--- src/logic/ddr_cmd_pkg.sv ---
// constants and types for the burst-stop and bank-close command tracker
package ddr_cmd_pkg;
  localparam int BANKS        = 8;
  localparam int BANK_W       = 3;
  localparam int CNT_W        = 8;
  localparam int LANES        = 2;
  // command/address bit positions on the rising edge
  localparam int CA_B0        = 0;
  localparam int CA_B1        = 1;
  localparam int CA_B2        = 2;
  localparam int CA_B3        = 3;
  localparam int CA_ALLBANKS  = 4;
  localparam int CA_BANK_LSB  = 7;
  localparam int CA_W         = 10;
  // burst length encodings (beats)
  localparam logic [4:0] BL4  = 5'h04;
  localparam logic [4:0] BL8  = 5'h08;
  localparam logic [4:0] BL16 = 5'h10;
  // auto-close starts this many cycles after the last write beat
  localparam logic [CNT_W-1:0] WR_AUTO_LAG = 8'h02;
  // timing in ps, rounded up to whole 4 ns clocks; plain defaults
  localparam int CLK_PS       = 4000;
  localparam int T_WTR_PS     = 7500;
  localparam int T_WR_PS      = 15000;
  localparam int T_RTP_PS     = 7500;
  localparam int T_RPPB_PS    = 18000;
  localparam int T_RPAB_PS    = 21000;
  localparam int T_RAS_PS     = 42000;
  localparam logic [CNT_W-1:0] WTR_CYC  =
    CNT_W'((T_WTR_PS + CLK_PS - 1) / CLK_PS);
  localparam logic [CNT_W-1:0] WR_CYC   =
    CNT_W'((T_WR_PS + CLK_PS - 1) / CLK_PS);
  localparam logic [CNT_W-1:0] RTP_CYC  =
    CNT_W'((T_RTP_PS + CLK_PS - 1) / CLK_PS);
  localparam logic [CNT_W-1:0] RPPB_CYC =
    CNT_W'((T_RPPB_PS + CLK_PS - 1) / CLK_PS);
  localparam logic [CNT_W-1:0] RPAB_CYC =
    CNT_W'((T_RPAB_PS + CLK_PS - 1) / CLK_PS);
  localparam logic [CNT_W-1:0] RAS_CYC  =
    CNT_W'((T_RAS_PS + CLK_PS - 1) / CLK_PS);

  typedef enum logic [2:0] {
    CMD_NONE  = 3'b000,
    CMD_READ  = 3'b001,
    CMD_WRITE = 3'b010,
    CMD_STOP  = 3'b011,
    CMD_CLOSE = 3'b100,
    CMD_ACT   = 3'b101
  } cmd_t;

  typedef enum logic [1:0] {
    BANK_IDLE    = 2'b00,
    BANK_OPEN    = 2'b01,
    BANK_CLOSING = 2'b10
  } bank_st_t;
endpackage : ddr_cmd_pkg

--- src/logic/cmd_if.sv ---
// decoded command bundle between the decoder and the tracker
`timescale 1ns/1ps
interface cmd_if;
  import ddr_cmd_pkg::*;
  cmd_t                  cmd;
  logic                  auto_close;
  logic                  all_banks;
  logic [BANK_W-1:0]     bank;
  modport dec (output cmd, output auto_close, output all_banks,
               output bank);
  modport trk (input cmd, input auto_close, input all_banks, input bank);
endinterface : cmd_if

--- src/logic/ddr_burst_tracker.sv ---
// burst, byte-mask and bank open/close tracking for the memory device
//
// Summary of operation
// - write-to-read gap counts from edge after last beat
// - seamless writes every burst_beats/2 clocks accepted
// - interrupted length is twice command spacing
// - burst-stop decode: select low, 0,1 high, 2,3 low
// - stopped length is twice cycles to stop
// - stop ends newest burst after its latency
// - per-lane mask blocks byte on that beat
// - close decode: select low, 0,1 high, 2 low, 3 high
// - all-banks flag or three-bit bank select
// - auto-close flag closes bank after burst
// - column command decode, bit 2 selects read
// - write auto-close starts two cycles after burst
`timescale 1ns/1ps
module ddr_burst_tracker
  import ddr_cmd_pkg::*;
#(
  parameter int WL_CYC = 1,   // write_delay_cycles
  parameter int RL_CYC = 3,   // read_delay_cycles
  parameter int DQ_W   = 16   // data width, eight bits per lane
) (
  input  wire logic              core_clk,         // clock
  input  wire logic              rst,              // sync reset, high
  input  wire logic              cs_n,             // chip select, low
  input  wire logic [CA_W-1:0]   ca_rise,          // command/address
  input  wire logic              auto_close_pin_falling, // auto-close
  input  wire logic [4:0]        burst_beats,      // 4, 8 or 16
  input  wire logic [DQ_W-1:0]   wr_data,          // write beat data
  input  wire logic [DQ_W/8-1:0] byte_mask,        // high blocks lane
  output logic [DQ_W-1:0]        array_wdata,      // data to array
  output logic [DQ_W/8-1:0]      array_we,         // per-lane enables
  output logic                   rd_beat,          // read beat active
  output logic [BANKS-1:0]       bank_open,        // open bank map
  output logic                   spacing_err       // violation seen
);
  localparam logic [CNT_W-1:0] WL = CNT_W'(WL_CYC);
  localparam logic [CNT_W-1:0] RL = CNT_W'(RL_CYC);
  localparam logic [CNT_W-1:0] RTP_EFF = (RTP_CYC > 8'h02) ? RTP_CYC : 8'h02;

  cmd_if c ();
  cmd_decode u_dec (
    .cs_n                   (cs_n),
    .ca_rise                (ca_rise),
    .auto_close_pin_falling (auto_close_pin_falling),
    .dec                    (c)
  );

  typedef struct packed {
    logic [CNT_W-1:0]             wr_age;     // cycles since write cmd
    logic [CNT_W-1:0]             wr_len;     // burst cycles (beats/2)
    logic                         wr_live;
    logic                         wr_ap;
    logic [BANK_W-1:0]            wr_bank;
    logic [CNT_W-1:0]             rd_age;
    logic [CNT_W-1:0]             rd_len;
    logic                         rd_live;
    logic                         rd_ap;
    logic [BANK_W-1:0]            rd_bank;
    logic                         newest_wr;  // stop targets this one
    logic                         stop_used;
    logic [CNT_W-1:0]             wtr_wait;   // cycles till read allowed
    logic [BANKS-1:0][CNT_W-1:0]  bk_cnt;     // close or guard counter
    logic [BANKS-1:0][CNT_W-1:0]  bk_ras;     // age since activate
    bank_st_t [BANKS-1:0]         bk_st;
    logic [DQ_W-1:0]              wdata;
    logic [DQ_W/8-1:0]            we;
    logic                         rbeat;
    logic                         err;
    logic [BANKS-1:0]             open;
  } state_t;

  state_t s_q, s_d;

  function automatic logic [BANKS-1:0] bank_hit(input logic all,
                                                input logic [BANK_W-1:0] b);
    bank_hit = all ? {BANKS{1'b1}} : (BANKS'(1) << b);
  endfunction : bank_hit

  logic [CNT_W-1:0] half;
  logic             wr_beat;
  logic             rd_act;
  logic [BANKS-1:0] close_hit;
  logic             wr_end, rd_end;
  assign half      = CNT_W'(burst_beats >> 1);
  // beats land WL cycles after the command, two per clock
  assign wr_beat   = s_q.wr_live && s_q.wr_age >= WL &&
                     s_q.wr_age < WL + s_q.wr_len;
  assign rd_act    = s_q.rd_live && s_q.rd_age >= RL &&
                     s_q.rd_age < RL + s_q.rd_len;
  assign close_hit = bank_hit(c.all_banks, c.bank);
  assign wr_end    = s_q.wr_live && s_q.wr_age == WL + s_q.wr_len;
  assign rd_end    = s_q.rd_live && s_q.rd_age == RL + s_q.rd_len;

  always_comb begin
    s_d = s_q;
    s_d.err   = 1'b0;
    s_d.rbeat = rd_act;
    s_d.we    = '0;
    s_d.wdata = wr_data;
    if (wr_beat) s_d.we = ~byte_mask;
    if (s_q.wtr_wait != '0) s_d.wtr_wait = s_q.wtr_wait - 1'b1;
    if (s_q.wr_live) s_d.wr_age = s_q.wr_age + 1'b1;
    if (s_q.rd_live) s_d.rd_age = s_q.rd_age + 1'b1;
    // write-to-read guard starts on the edge after the last beat
    if (wr_end) begin
      s_d.wr_live  = 1'b0;
      s_d.wtr_wait = WTR_CYC;
      if (s_q.wr_ap) begin
        s_d.bk_st[s_q.wr_bank]  = BANK_CLOSING;
        s_d.bk_cnt[s_q.wr_bank] = WR_AUTO_LAG + RPPB_CYC - 8'h01;
      end
    end
    if (rd_end) begin
      s_d.rd_live = 1'b0;
      if (s_q.rd_ap) begin
        s_d.bk_st[s_q.rd_bank]  = BANK_CLOSING;
        s_d.bk_cnt[s_q.rd_bank] = RTP_CYC + RPPB_CYC - 8'h01;
      end
    end
    for (int b = 0; b < BANKS; b++) begin
      if (s_q.bk_ras[b] != '1) s_d.bk_ras[b] = s_q.bk_ras[b] + 1'b1;
      if (s_q.bk_cnt[b] != '0) s_d.bk_cnt[b] = s_q.bk_cnt[b] - 1'b1;
      // idle on the edge the close time runs out, not one later
      if (s_q.bk_st[b] == BANK_CLOSING && s_q.bk_cnt[b] <= 8'h01)
        s_d.bk_st[b] = BANK_IDLE;
    end
    case (c.cmd)
      CMD_WRITE, CMD_READ: begin
        if (s_q.bk_st[c.bank] != BANK_OPEN) s_d.err = 1'b1;
        // a read inside the write burst itself is early as well
        if (c.cmd == CMD_READ && (s_q.wtr_wait != '0 || s_q.wr_live))
          s_d.err = 1'b1;
        // interrupting the live write shortens it to 2x spacing
        if (c.cmd == CMD_WRITE && wr_beat == 1'b0 && s_q.wr_live &&
            s_q.wr_age < s_q.wr_len)
          s_d.err = 1'b1;
        if (c.cmd == CMD_WRITE && s_q.wr_live &&
            s_q.wr_age < s_q.wr_len) begin
          if (burst_beats == BL4 || s_q.wr_ap || s_q.wr_age[0])
            s_d.err = 1'b1;
          // spacing of exactly half the burst is seamless
        end
        if (c.cmd == CMD_WRITE) begin
          if (s_q.wr_live && s_q.wr_age < s_q.wr_len)
            s_d.wr_len = s_q.wr_age;
          s_d.wr_live   = 1'b1;
          s_d.wr_age    = 8'h01;
          s_d.wr_len    = half;
          s_d.wr_ap     = c.auto_close;
          s_d.wr_bank   = c.bank;
          s_d.newest_wr = 1'b1;
        end else begin
          s_d.rd_live   = 1'b1;
          s_d.rd_age    = 8'h01;
          s_d.rd_len    = half;
          s_d.rd_ap     = c.auto_close;
          s_d.rd_bank   = c.bank;
          s_d.newest_wr = 1'b0;
        end
        s_d.stop_used = 1'b0;
      end
      CMD_STOP: begin
        if (s_q.stop_used) s_d.err = 1'b1;
        if (s_q.newest_wr) begin
          if (!s_q.wr_live || s_q.wr_age >= s_q.wr_len ||
              s_q.wr_age[0] || s_q.wr_ap)
            s_d.err = 1'b1;
          else begin
            s_d.wr_len = s_q.wr_age;
            // write recovery now counts from the stop
            s_d.bk_cnt[s_q.wr_bank] = WL + WR_CYC;
          end
        end else begin
          if (!s_q.rd_live || s_q.rd_age >= s_q.rd_len ||
              s_q.rd_age[0] || s_q.rd_ap)
            s_d.err = 1'b1;
          else begin
            s_d.rd_len = s_q.rd_age;
            s_d.bk_cnt[s_q.rd_bank] = '0;
          end
        end
        s_d.stop_used = 1'b1;
      end
      CMD_CLOSE: begin
        for (int b = 0; b < BANKS; b++) begin
          if (close_hit[b]) begin
            if (s_q.bk_st[b] == BANK_OPEN && s_q.bk_ras[b] < RAS_CYC)
              s_d.err = 1'b1;
            if (s_q.bk_st[b] == BANK_OPEN && s_q.bk_cnt[b] != '0)
              s_d.err = 1'b1;
            s_d.bk_st[b]  = BANK_CLOSING;
            s_d.bk_cnt[b] = (c.all_banks ? RPAB_CYC : RPPB_CYC) - 8'h01;
          end
        end
      end
      CMD_ACT: begin
        if (s_q.bk_st[c.bank] != BANK_IDLE) s_d.err = 1'b1;
        s_d.bk_st[c.bank]  = BANK_OPEN;
        // counts from one so a close at exactly the minimum passes
        s_d.bk_ras[c.bank] = 8'h01;
        s_d.bk_cnt[c.bank] = '0;
      end
      default: ;
    endcase
    // close guards hold one less than the spacing: the minimum is legal
    if (c.cmd == CMD_WRITE)
      s_d.bk_cnt[c.bank] = WL + half + WR_CYC;
    if (c.cmd == CMD_READ)
      s_d.bk_cnt[c.bank] = half + RTP_EFF - 8'h03;
    for (int b = 0; b < BANKS; b++) s_d.open[b] = s_d.bk_st[b] == BANK_OPEN;
  end

  always_ff @(posedge core_clk) begin
    if (rst) begin
      s_q <= '0;
    end else begin
      s_q <= s_d;
    end
  end

  assign bank_open   = s_q.open;
  assign array_wdata = s_q.wdata;
  assign array_we    = s_q.we;
  assign rd_beat     = s_q.rbeat;
  assign spacing_err = s_q.err;
endmodule : ddr_burst_tracker

--- src/logic/cmd_decode.sv ---
// command decoder for the rising-edge command/address word
`timescale 1ns/1ps
module cmd_decode
  import ddr_cmd_pkg::*;
(
  input  wire logic            cs_n,          // chip select, active low
  input  wire logic [CA_W-1:0] ca_rise,       // command bits, rising edge
  input  wire logic            auto_close_pin_falling, // flag, falling half
  cmd_if.dec                   dec             // decoded command
);
  always_comb begin
    dec.cmd        = CMD_NONE;
    dec.auto_close = 1'b0;
    dec.all_banks  = ca_rise[CA_ALLBANKS];
    dec.bank       = ca_rise[CA_BANK_LSB +: BANK_W];
    if (!cs_n) begin
      if (ca_rise[CA_B0] && !ca_rise[CA_B1]) begin
        dec.cmd        = ca_rise[CA_B2] ? CMD_READ : CMD_WRITE;
        dec.auto_close = auto_close_pin_falling;
      end else if (ca_rise[CA_B0] && ca_rise[CA_B1] && !ca_rise[CA_B2]) begin
        dec.cmd = ca_rise[CA_B3] ? CMD_CLOSE : CMD_STOP;
      end else if (!ca_rise[CA_B0] && ca_rise[CA_B1] && !ca_rise[CA_B2]) begin
        dec.cmd = CMD_ACT;
      end
      // refresh and mode-register codes are not tracked here
    end
  end
endmodule : cmd_decode

--- config.mk ---
export PLATFORM = sky130hd
export DESIGN_NAME = ddr_burst_tracker
export DESIGN_NICKNAME = d
export VERILOG_FILES = /design/src/logic/ddr_cmd_pkg.sv /design/src/logic/cmd_if.sv /design/src/logic/ddr_burst_tracker.sv /design/src/logic/cmd_decode.sv
export SDC_FILE = /design/constraint.sdc
export NUM_CORES = 1
export LEC_CHECK = 0
export ABC_AREA = 1
export BUFFER_PORTS_ARGS = -buffer_cell sky130_fd_sc_hd__buf_4
export CAP_MARGIN = 40
export CORE_MARGIN = 1
export CORE_UTILIZATION = 45
export CTS_BUF_LIST = sky130_fd_sc_hd__clkbuf_4 sky130_fd_sc_hd__clkbuf_8
export DETAILED_ROUTE_END_ITERATION = 8
export PLACE_DENSITY = 0.58
export SETUP_SLACK_MARGIN = 0.15
export SYNTH_ARGS = -nofsm -noshare
export SYNTH_HDL_FRONTEND = slang
export SYNTH_SLANG_ARGS = --single-unit
--- constraint.sdc ---
create_clock -name core_clk -period 8.3 [get_ports core_clk]
set_input_delay 0.415 -clock core_clk [delete_from_list [all_inputs] [get_ports core_clk]]
set_output_delay 0.415 -clock core_clk [all_outputs]
set_load 0.01 [all_outputs]
Yosys cells after proc, flatten, opt, wreduce, memory -nomap -nowiden:

Cells that the tools add are included.

* add/subtract/negate cells: 26
* $lt $le $gt $ge: 29
* equal/unequal tests: 47
* shifts and indexed selects: 1
* muxes and demuxes: 138
* bitwise logic cells: 28
* reductions and logical operators: 77

Operators by type and width (count)
* 2-to-1 mux 64 bit: 9
* 2-to-1 mux 8 bit: 35
* one-hot mux 64 bit (3 select lines): 1
* bitwise AND 48 bit: 3
* NOT 48 bit: 3
* bitwise AND 64 bit: 2
* bitwise mux 64 bit: 2
* NOT 64 bit: 2
* adder 8 x 1 -> 8 bit (second input constant): 10
* demux 8 bit (select 3 bit): 3
* nonzero test 8 bit: 9
* subtractor 8 x 1 -> 8 bit (second input constant): 9
* 2-to-1 mux 66 bit: 1
* less-or-equal comparator 8 x 1 -> 1 bit (second input constant): 8
* less-than comparator 8 x 4 -> 1 bit (second input constant): 8
* 2-to-1 mux 16 bit: 4
* != test 8 bit (second input constant): 8
* bitwise AND 56 bit: 1
* NOT 56 bit: 1
* bitwise OR 16 bit: 3
* 2-to-1 mux 2 bit: 23
* logical AND 1 bit: 44
* 2-to-1 mux 1 bit: 42
* 2-to-1 mux 21 bit: 2
* other kinds (43): 113

* flip-flop bits (word level): 224
* input port bits: 37
* output and inout port bits: 28
* logic and storage cells: 389

Depth between registers and ports, before layout:

Gate-level depths: netlist (run 1).

* depth after elaboration: 30
* mapped depth: 19
* depth with buffers taken out: 19

By module:

A second synthesis (run 1) with hierarchy kept.

* cells, all modules: 2103
* area, all modules: 13725.7 um^2

By module, submodules not included
* ddr_burst_tracker: times used 1, cells an instance 2079, area an instance 13614.3 um^2, seq. area each 4484.3 um^2
* cmd_decode: times used 1, cells an instance 24, area an instance 111.4 um^2, seq. area each 0.0 um^2

Worst setup path after synthesis (run 1):

No wires, ideal clock.

* kind: reg2reg
* from: reg s_q[187] in the netlist's numbering
* to: reg s_q[41] in the netlist's numbering
* library setup time: 0.059 ns
* data arrival time: 2.761 ns
* required time: 8.241 ns
* setup slack: 5.480 ns
* cell stages (with the launch flop): 17
* buffers on the path: 0
* clock period less this slack: 2.820 ns
* cell sequence: dfxtp_1 > inv_1 > ha_1 > or2_2 > nor2_1 > nand3_1 > xor2_1 > ha_1 > nand2_1 > nor2_1 > nand2_1 > nor2_4 > nand2_1 > and2_1 > or2_2 > a31oi_1 > and2_1

* longest elaborated chain between the ends: 7
* elaborated cells between the ends (all ways): 8
* classes of those cells: 1 x add/sub; 1 x eq/ne; 4 x mux; 1 x bitwise; 1 x reduce/logical

Ends and longest elaborated chain
* from (decl): line ddr_burst_tracker.sv:74 `state_t s_q, s_d;`
* from (signal assigned): line ddr_burst_tracker.sv:217 `s_q <= '0;`
* from (signal assigned): line ddr_burst_tracker.sv:219 `s_q <= s_d;`
* adder 2 x 8 -> 8 bit *: line ddr_burst_tracker.sv:94 `assign rd_end = s_q.rd_live && s_q.rd_age == RL + s_q.rd_len;`
* == test 8 bit *: line ddr_burst_tracker.sv:94
* logical AND 1 bit *: line ddr_burst_tracker.sv:94
* 2-to-1 mux 16 bit *: line ddr_burst_tracker.sv:115 `if (rd_end) begin`
* 2-to-1 mux 2 bit *: line ddr_burst_tracker.sv:126 `if (s_q.bk_st[b] == BANK_CLOSING && s_q.bk_cnt[b] <= 8'h01)`
* bitwise AND 8 bit (no source line) or 2-to-1 mux 2 bit (tied branches)
* one-hot mux 16 bit (2 select lines) *: line ddr_burst_tracker.sv:129 `case (c.cmd)`

Every way passes the cells marked *; elsewhere a longest branch is shown, timed or not.
A chain may end at the register's enable or synchronous reset.

Worst setup path after layout (run 1):

* from: reg s_q[187] in the netlist's numbering
* to: reg s_q (netlist bit bank_open[6])

* longest elaborated chain between the ends: 8
* elaborated cells between the ends (all ways): 10
* classes of those cells: 1 x add/sub; 2 x eq/ne; 4 x mux; 2 x bitwise; 1 x reduce/logical

Ends and longest elaborated chain
* adder 2 x 8 -> 8 bit *: line ddr_burst_tracker.sv:94
* == test 8 bit *: line ddr_burst_tracker.sv:94
* logical AND 1 bit *: line ddr_burst_tracker.sv:94
* 2-to-1 mux 16 bit *: line ddr_burst_tracker.sv:115
* 2-to-1 mux 2 bit *: line ddr_burst_tracker.sv:126
* bitwise OR 8 bit (no source line) (tied with other cells)
* one-hot mux 16 bit (2 select lines) *: line ddr_burst_tracker.sv:129
* == test 2 x 1 -> 1 bit *: line ddr_burst_tracker.sv:212 `for (int b = 0; b < BANKS; b++) s_d.open[b] = s_d.bk_st[b] == BANK_OPEN;`

Marked as above.

==> results.json, run 1 <==
{
  "status": "finished, final reports clean",
  "worst_ir_drop_vdd_v": 0.000201,
  "required_ps": 8740,
  "crit_type": "flop to flop",
  "post_cts.repair.setup_buffers": 0,
  "arrival_ps": 3870,
  "groute.usage.overall": 0.261,
  "path_clk_slew_ps": 50,
  "ant_nets": 0,
  "die_x_um": 176,
  "first_global_vias": 12400,
  "ys_warn_count": 0,
  "ios": 65,
  "finalSetupViolations": 0,
  "cp-start-kind": "flop",
  "drv_slew": 0,
  "clock_path_buffers": 3,
  "numCtsBuffers": 43,
  "core_mm2": 0.0297,
  "clkSinkCount": 224,
  "gp_congestion": 0.940,
  "firstDrtPassIters": 5,
  "dp.cells": 2458,
  "antenna_found_initial": 0,
  "routed_wl_um": 40300,
  "clock.fmax_mhz": 291,
  "post-route-util": 0.517,
  "initial_utilization": 0.460,
  "hold_class": "primary input to flop",
  "tritoncts": "built",
  "nets": 2218,
  "rsz0062_at_grt": "false",
  "hold_viol": 0,
  "crit_path_end_kind": "flop",
  "critPathMaxFanout": 8,
  "vias": 13400,
  "drv_cap": 0,
  "tightestPinTransition_ps": 724,
  "skew_ps": 16.5,
  "cts.repair.resized": 0,
  "grt_pass1_wl_um": 64000,
  "post-route-period-util": 0.414,
  "ys_ff_latch": 224,
  "clock_latency_ps": 560,
  "synth-async-reset-ratio": 0,
  "grt_overflow_total": 0,
  "synth_edf_count": 0,
  "dieArea_mm2": 0.0311,
  "powerDensity_mw_per_mm2": 264,
  "ys_types": 50,
  "synth.net_count": 2156,
  "drc": 0,
  "post-dp-hpwl_um": 29200,
  "fin_crit_ps": 3440,
  "stdcell_count": 2535,
  "rows": 63,
  "routedWlPerCell_um": 15.9,
  "htreeDepth": 2,
  "drive_gt1_frac": 0.0970,
  "netlist_area_mm2": 0.0137,
  "grt_max_degree": 61,
  "die_h_um": 176,
  "max_slew_margin": 0.516,
  "vias_per_cell": 5.30,
  "areaGrowthSynthToFinish_pct": 12.5,
  "port_buffers": 62,
  "drt_iter0_drc": 967,
  "avgSynthCellArea_um2": 6.65,
  "cts_root_buffer": "clkbuf_8",
  "synthFlopType": "dfxtp_1",
  "diodes": 0,
  "p_leak_nw": 6.58,
  "setup_tns_ps": 0,
  "synthCells": 2053,
  "yosysSeqAreaShare": 0.328
}
synth_stat cells (all sizes together), types with 6 or more instances:
master  count  area share
buf        38       0.019
o21ai     130       0.049
a211oi     33       0.020
a21oi     199       0.073
xnor2      12      0.0077
ha         66       0.060
o22ai      10      0.0046
clkbuf     20      0.0055
a31oi      11      0.0050
and2       10      0.0046
xor2       48       0.031
nor2      292       0.084
or2        11      0.0050
dfxtp     224        0.33
nand4      37       0.017
nand3     133       0.050
nand3b      6      0.0033
inv       308       0.085
o211ai      6      0.0033
nand2     345       0.095
nor3       88       0.033
per-layer routing:
layer,GRT usage,vias to the layer above,share of wire
li1,-,6877,-
met1,0.340,6092,0.45
met2,0.425,383,0.45
met3,0.0478,89,0.067
met4,0.0993,0,0.033
met5,0,-,0
critical path: stages (launching register included):
cell     delay [ps]
dfxtp_1         330
inv_1            90
ha_1            210
or2_2           300
nor2_1          200
nand3_1         120
xor2_1          160
ha_1            270
nand2_1          60
nor2_1          230
nand2_1         150
nor2_4          340
nand2_1         120
and2_1          190
or2_2           270
a31oi_1         160
nor2_1           90
timing repair:
item                                   in CTS  in global routing
hold buffers                                2                  0
setup endpoints to repair                   0                  0
endpoints found under the hold margin       2                  0
metrics by stage:
stage               hold WS (ps)  setup WS, ps  cell area [um2]  power (mW)
CTS                         23.5          4900            15400        4.08
detailed placement           465          4910            14400        2.83
floorplan                    440          5480            13700        2.52
global route                36.3          4590            15400        4.38
finish                      59.7          4860            15400        4.05
global placement             464          4570            14300        2.81
path summary, 6_finish.rpt:
path | to | slack, ps | startpoint | cells after the start
worst max register to register | bank_open[6]$_SDFF_PP0_ | 4860 | s_q[187]$_SDFFE_PP0P_ | 16
worst min-delay path | array_wdata[1]$_SDFF_PP0_ | 60 | wr_data[1] | 3
worst min register to register | s_q[181]$_SDFFE_PP0N_ | 470 | s_q[181]$_SDFFE_PP0N_ | 2
worst max-delay path | bank_open[6]$_SDFF_PP0_ | 4860 | s_q[187]$_SDFFE_PP0P_ | 16
cells in the final DEF (no fill, tap or decap), drive strengths merged, types with 33 or more instances in the layout:
cell,instances
nor3,88
o21ai,130
a21oi,199
nor2,292
xor2,48
clkbuf,73
buf,73
a211oi,33
nand3,133
inv,308
nand4,37
dfxtp,224
nand2,345
ha,66
final cells by class:
| class | count | area, um2 |
|---|---|---|
| clock inverters | 2 | 60.1 |
| fillers | 3076 | 14400 |
| repair buffers | 75 | 572 |
| well taps | 390 | 488 |
| clock buffers | 73 | 923 |
| inverters | 308 | 1160 |
| multi-input cells | 1463 | 7680 |
| flip-flops and latches | 224 | 4480 |
where the power goes:
group	internal (mW)	switching (mW)	total [mW]	leakage (nW)
combinational	0.578	0.886	1.46	4.23
clock	0.755	0.471	1.23	0.519
sequential	1.24	0.120	1.36	1.83
cell families after synthesis:
kind of cell / count (synthesis) / share of synthesized area
AND/OR/NAND/NOR: 932 / 0.298
AO/OA/AOI/OAI: 404 / 0.164
buffers and inverters: 366 / 0.109
flip-flops: 224 / 0.328
adder cells (fa/ha/maj): 66 / 0.0605
XOR/XNOR: 60 / 0.0385
multiplexers: 1 / 0.000733
registers in the layout, summed over array words and instances (netlist names):
name	flops
array_we	2
spacing_err	1
s_q	196
rd_beat	1
array_wdata	16
bank_open	8
(Power assumes the default switching activity.)
==> run 2: changes to the inputs <==
--- a/config.mk
+++ b/config.mk
@@ -12,7 +12,7 @@
 export CORE_UTILIZATION = 45
 export CTS_BUF_LIST = sky130_fd_sc_hd__clkbuf_4 sky130_fd_sc_hd__clkbuf_8
 export DETAILED_ROUTE_END_ITERATION = 8
-export PLACE_DENSITY = 0.58
+export PLACE_DENSITY = 0.61
 export SETUP_SLACK_MARGIN = 0.15
 export SYNTH_ARGS = -nofsm -noshare
 export SYNTH_HDL_FRONTEND = slang
==> constraint.sdc (replaced) <==
create_clock -name core_clk -period 3.1 [get_ports core_clk]
set_input_delay 0.155 -clock core_clk [delete_from_list [all_inputs] [get_ports core_clk]]
set_output_delay 0.155 -clock core_clk [all_outputs]
set_load 0.01 [all_outputs]
==> run 2 against run 1 <==
Effect of this change: clock power increased by 130%; die area unchanged; core utilization rose by 1.5 points; flip-flop and latch count did not move; register-to-register slack worse by 4600 ps; worst setup slack lost 4600 ps; critical path type unchanged; clock skew rose by 4.4 ps; sequential share of layout area shrank 0.78 points.
==> results.json, run 2 (synthesized netlist as in run 1, its figures left out) <==
{
  "ant_nets": 0,
  "clock_path_buffers": 3,
  "p_total_mw": 10.5,
  "numCtsBuffers": 43,
  "worstReg2RegStart": "s_q[187]$_SDFFE_PP0P_",
  "clkSinkCount": 224,
  "cp-start-kind": "flop",
  "placed_area_mm2": 0.0145,
  "routedWlPerCell_um": 16.0,
  "drive_gt1_frac": 0.118,
  "status": "finished, final reports clean",
  "gp_congestion": 0.998,
  "pwr-share-seq": 0.347,
  "critPathMaxFanout": 6,
  "hold_class": "primary input to flop",
  "p_switching_mw": 3.98,
  "design_area_mm2": 0.0158,
  "path_clk_slew_ps": 60,
  "cp_num_buf_inv": 2,
  "tightestPinTransition_ps": 682,
  "required_ps": 3590,
  "worst_ir_drop_vdd_v": 0.000372,
  "largest_register": "s_q",
  "cp_top_family": "simple AND/OR/NAND/NOR gates",
  "drc": 0,
  "diodes": 0,
  "slowest_stage": "dfxtp_2",
  "layout_commonest_cell": "nand2_1",
  "routed_wl_um": 41100,
  "cts_root_buffer": "clkbuf_8",
  "power.share.clock": 0.274,
  "max_slew_margin": 0.542,
  "crit_path_cell_trace": "inv_1, ha_2, or2_4, nor2_4, nand3_2, xor2_1, ha_1, nand2_2, nor2_4, nand2_2, nor2_4, buf_12, nand2_1, and2_4, or2_2, a31oi_2, and2_1",
  "fin_crit_ps": 2820,
  "rows": 63,
  "groute.usage.overall": 0.264,
  "max_stage_delay_ps": 320,
  "powerDensity_mw_per_mm2": 666,
  "post-route-period-util": 0.911,
  "tritoncts": "built",
  "rsz0062_at_grt": "true",
  "vias": 13700,
  "port_buffers": 62,
  "ios": 65,
  "drv_cap": 0,
  "clock_latency_ps": 550,
  "firstDrtPassIters": 6,
  "grt_pass1_wl_um": 65400,
  "hp-start": "ca_rise[9]",
  "antenna_found_initial": 0,
  "crit_type": "flop to flop",
  "drt_iter0_drc": 1010,
  "multi_input_comb_area_mm2": 0.00786,
  "initial_utilization": 0.460,
  "crit_path_end_kind": "flop",
  "crit_path_frequent_cell": "nor2_4",
  "core_mm2": 0.0297,
  "grt_overflow_total": 0,
  "clock.fmax_mhz": 354,
  "grt_max_degree": 92,
  "arrival_ps": 3310,
  "drv_slew": 0,
  "die_h_um": 176,
  "final_cell_mix": "338 x nand2_1, 292 x inv_1, 272 x nor2_1, 222 x dfxtp_1, 194 x a21oi_1",
  "finalSetupViolations": 0,
  "post-dp-hpwl_um": 29800,
  "skew_ps": 20.8,
  "vias_per_cell": 5.33,
  "regArea_mm2": 0.00449,
  "dieArea_mm2": 0.0311,
  "setup.worst_path.start": "s_q[187]$_SDFFE_PP0P_",
  "p_comb_frac": 0.379,
  "die_x_um": 176,
  "nFillCells": 2965,
  "largest_reg_flops": 196,
  "internal_power_mw": 6.54,
  "first_global_vias": 12800,
  "nets": 2259,
  "switching_share": 0.378,
  "htreeDepth": 2,
  "hold_viol": 0,
  "areaGrowthSynthToFinish_pct": 15.6,
  "p_leak_nw": 6.74
}
run 2: metal layers:
metal	vias to the layer above	routed length, um	track usage
met2	416	18500	0.432
li1	6935	-	-
met1	6240	18500	0.345
met3	110	2570	0.0420
met4	0	1610	0.111
met5	-	0	0
run 2: worst reg2reg max path: stages, from the launching register on:
cell     delay, ps
dfxtp_2        320
inv_1           50
ha_2           180
or2_4          240
nor2_4         120
nand3_2         70
xor2_1         140
ha_1           290
nand2_2         70
nor2_4         100
nand2_2         80
nor2_4         110
buf_12         140
nand2_1         70
and2_4         160
or2_2          290
a31oi_2        200
and2_1         140
run 2: cell type report:
class | count | area share
multi-input combinational | 1463 | 0.497
sequential | 224 | 0.284
inverter | 308 | 0.0732
timing repair buffer | 116 | 0.0621
clock buffer | 64 | 0.0506
tap | 390 | 0.0309
clock inverter | 5 | 0.00174
run 2: power by group through the flow:
stage | Combinational, mW | Clock (mW) | Sequential [mW]
after floorplan | 3.14 | 0 | 3.62
final | 3.99 | 2.88 | 3.65
after global placement | 3.83 | 0 | 3.69
after detailed placement | 3.89 | 0 | 3.70
after global routing | 4.60 | 3.09 | 3.70
after CTS | 3.94 | 2.96 | 3.64
run 2: what timing repair did:
item                                    in CTS  in global routing
hold buffers                                23                  0
gates resized for setup                      8                 42
setup buffers                                1                  2
pin swaps                                    1                 14
endpoints found under the setup margin      25                 48
endpoints found under the hold margin       24                  0
run 2: final timing paths:
check | end | slack (ps) | cells past startpoint
min | s_q[184]$_SDFFE_PP0P_ | 40 | 3
max reg2reg | s_q[41]$_SDFF_PP0_ | 280 | 17
max | s_q[41]$_SDFF_PP0_ | 280 | 17
min reg2reg | s_q[178]$_SDFFE_PP0P_ | 480 | 2
run 2: metrics by stage:
step | hold slack [ps] | setup TNS, ps | cells | worst slack (ps) | util
floorplan | 227 | 0 | 2053 | 280 | -
global placement | 314 | 0 | 2474 | 35.1 | 0.488
detailed placement | 314 | -12.9 | 2475 | -12.9 | 0.489
CTS | 9.39 | 0 | 2568 | 126 | 0.525
global route | 46.9 | 0 | 2570 | 63.0 | 0.532
finish | 39.0 | 0 | 2570 | 277 | 0.532
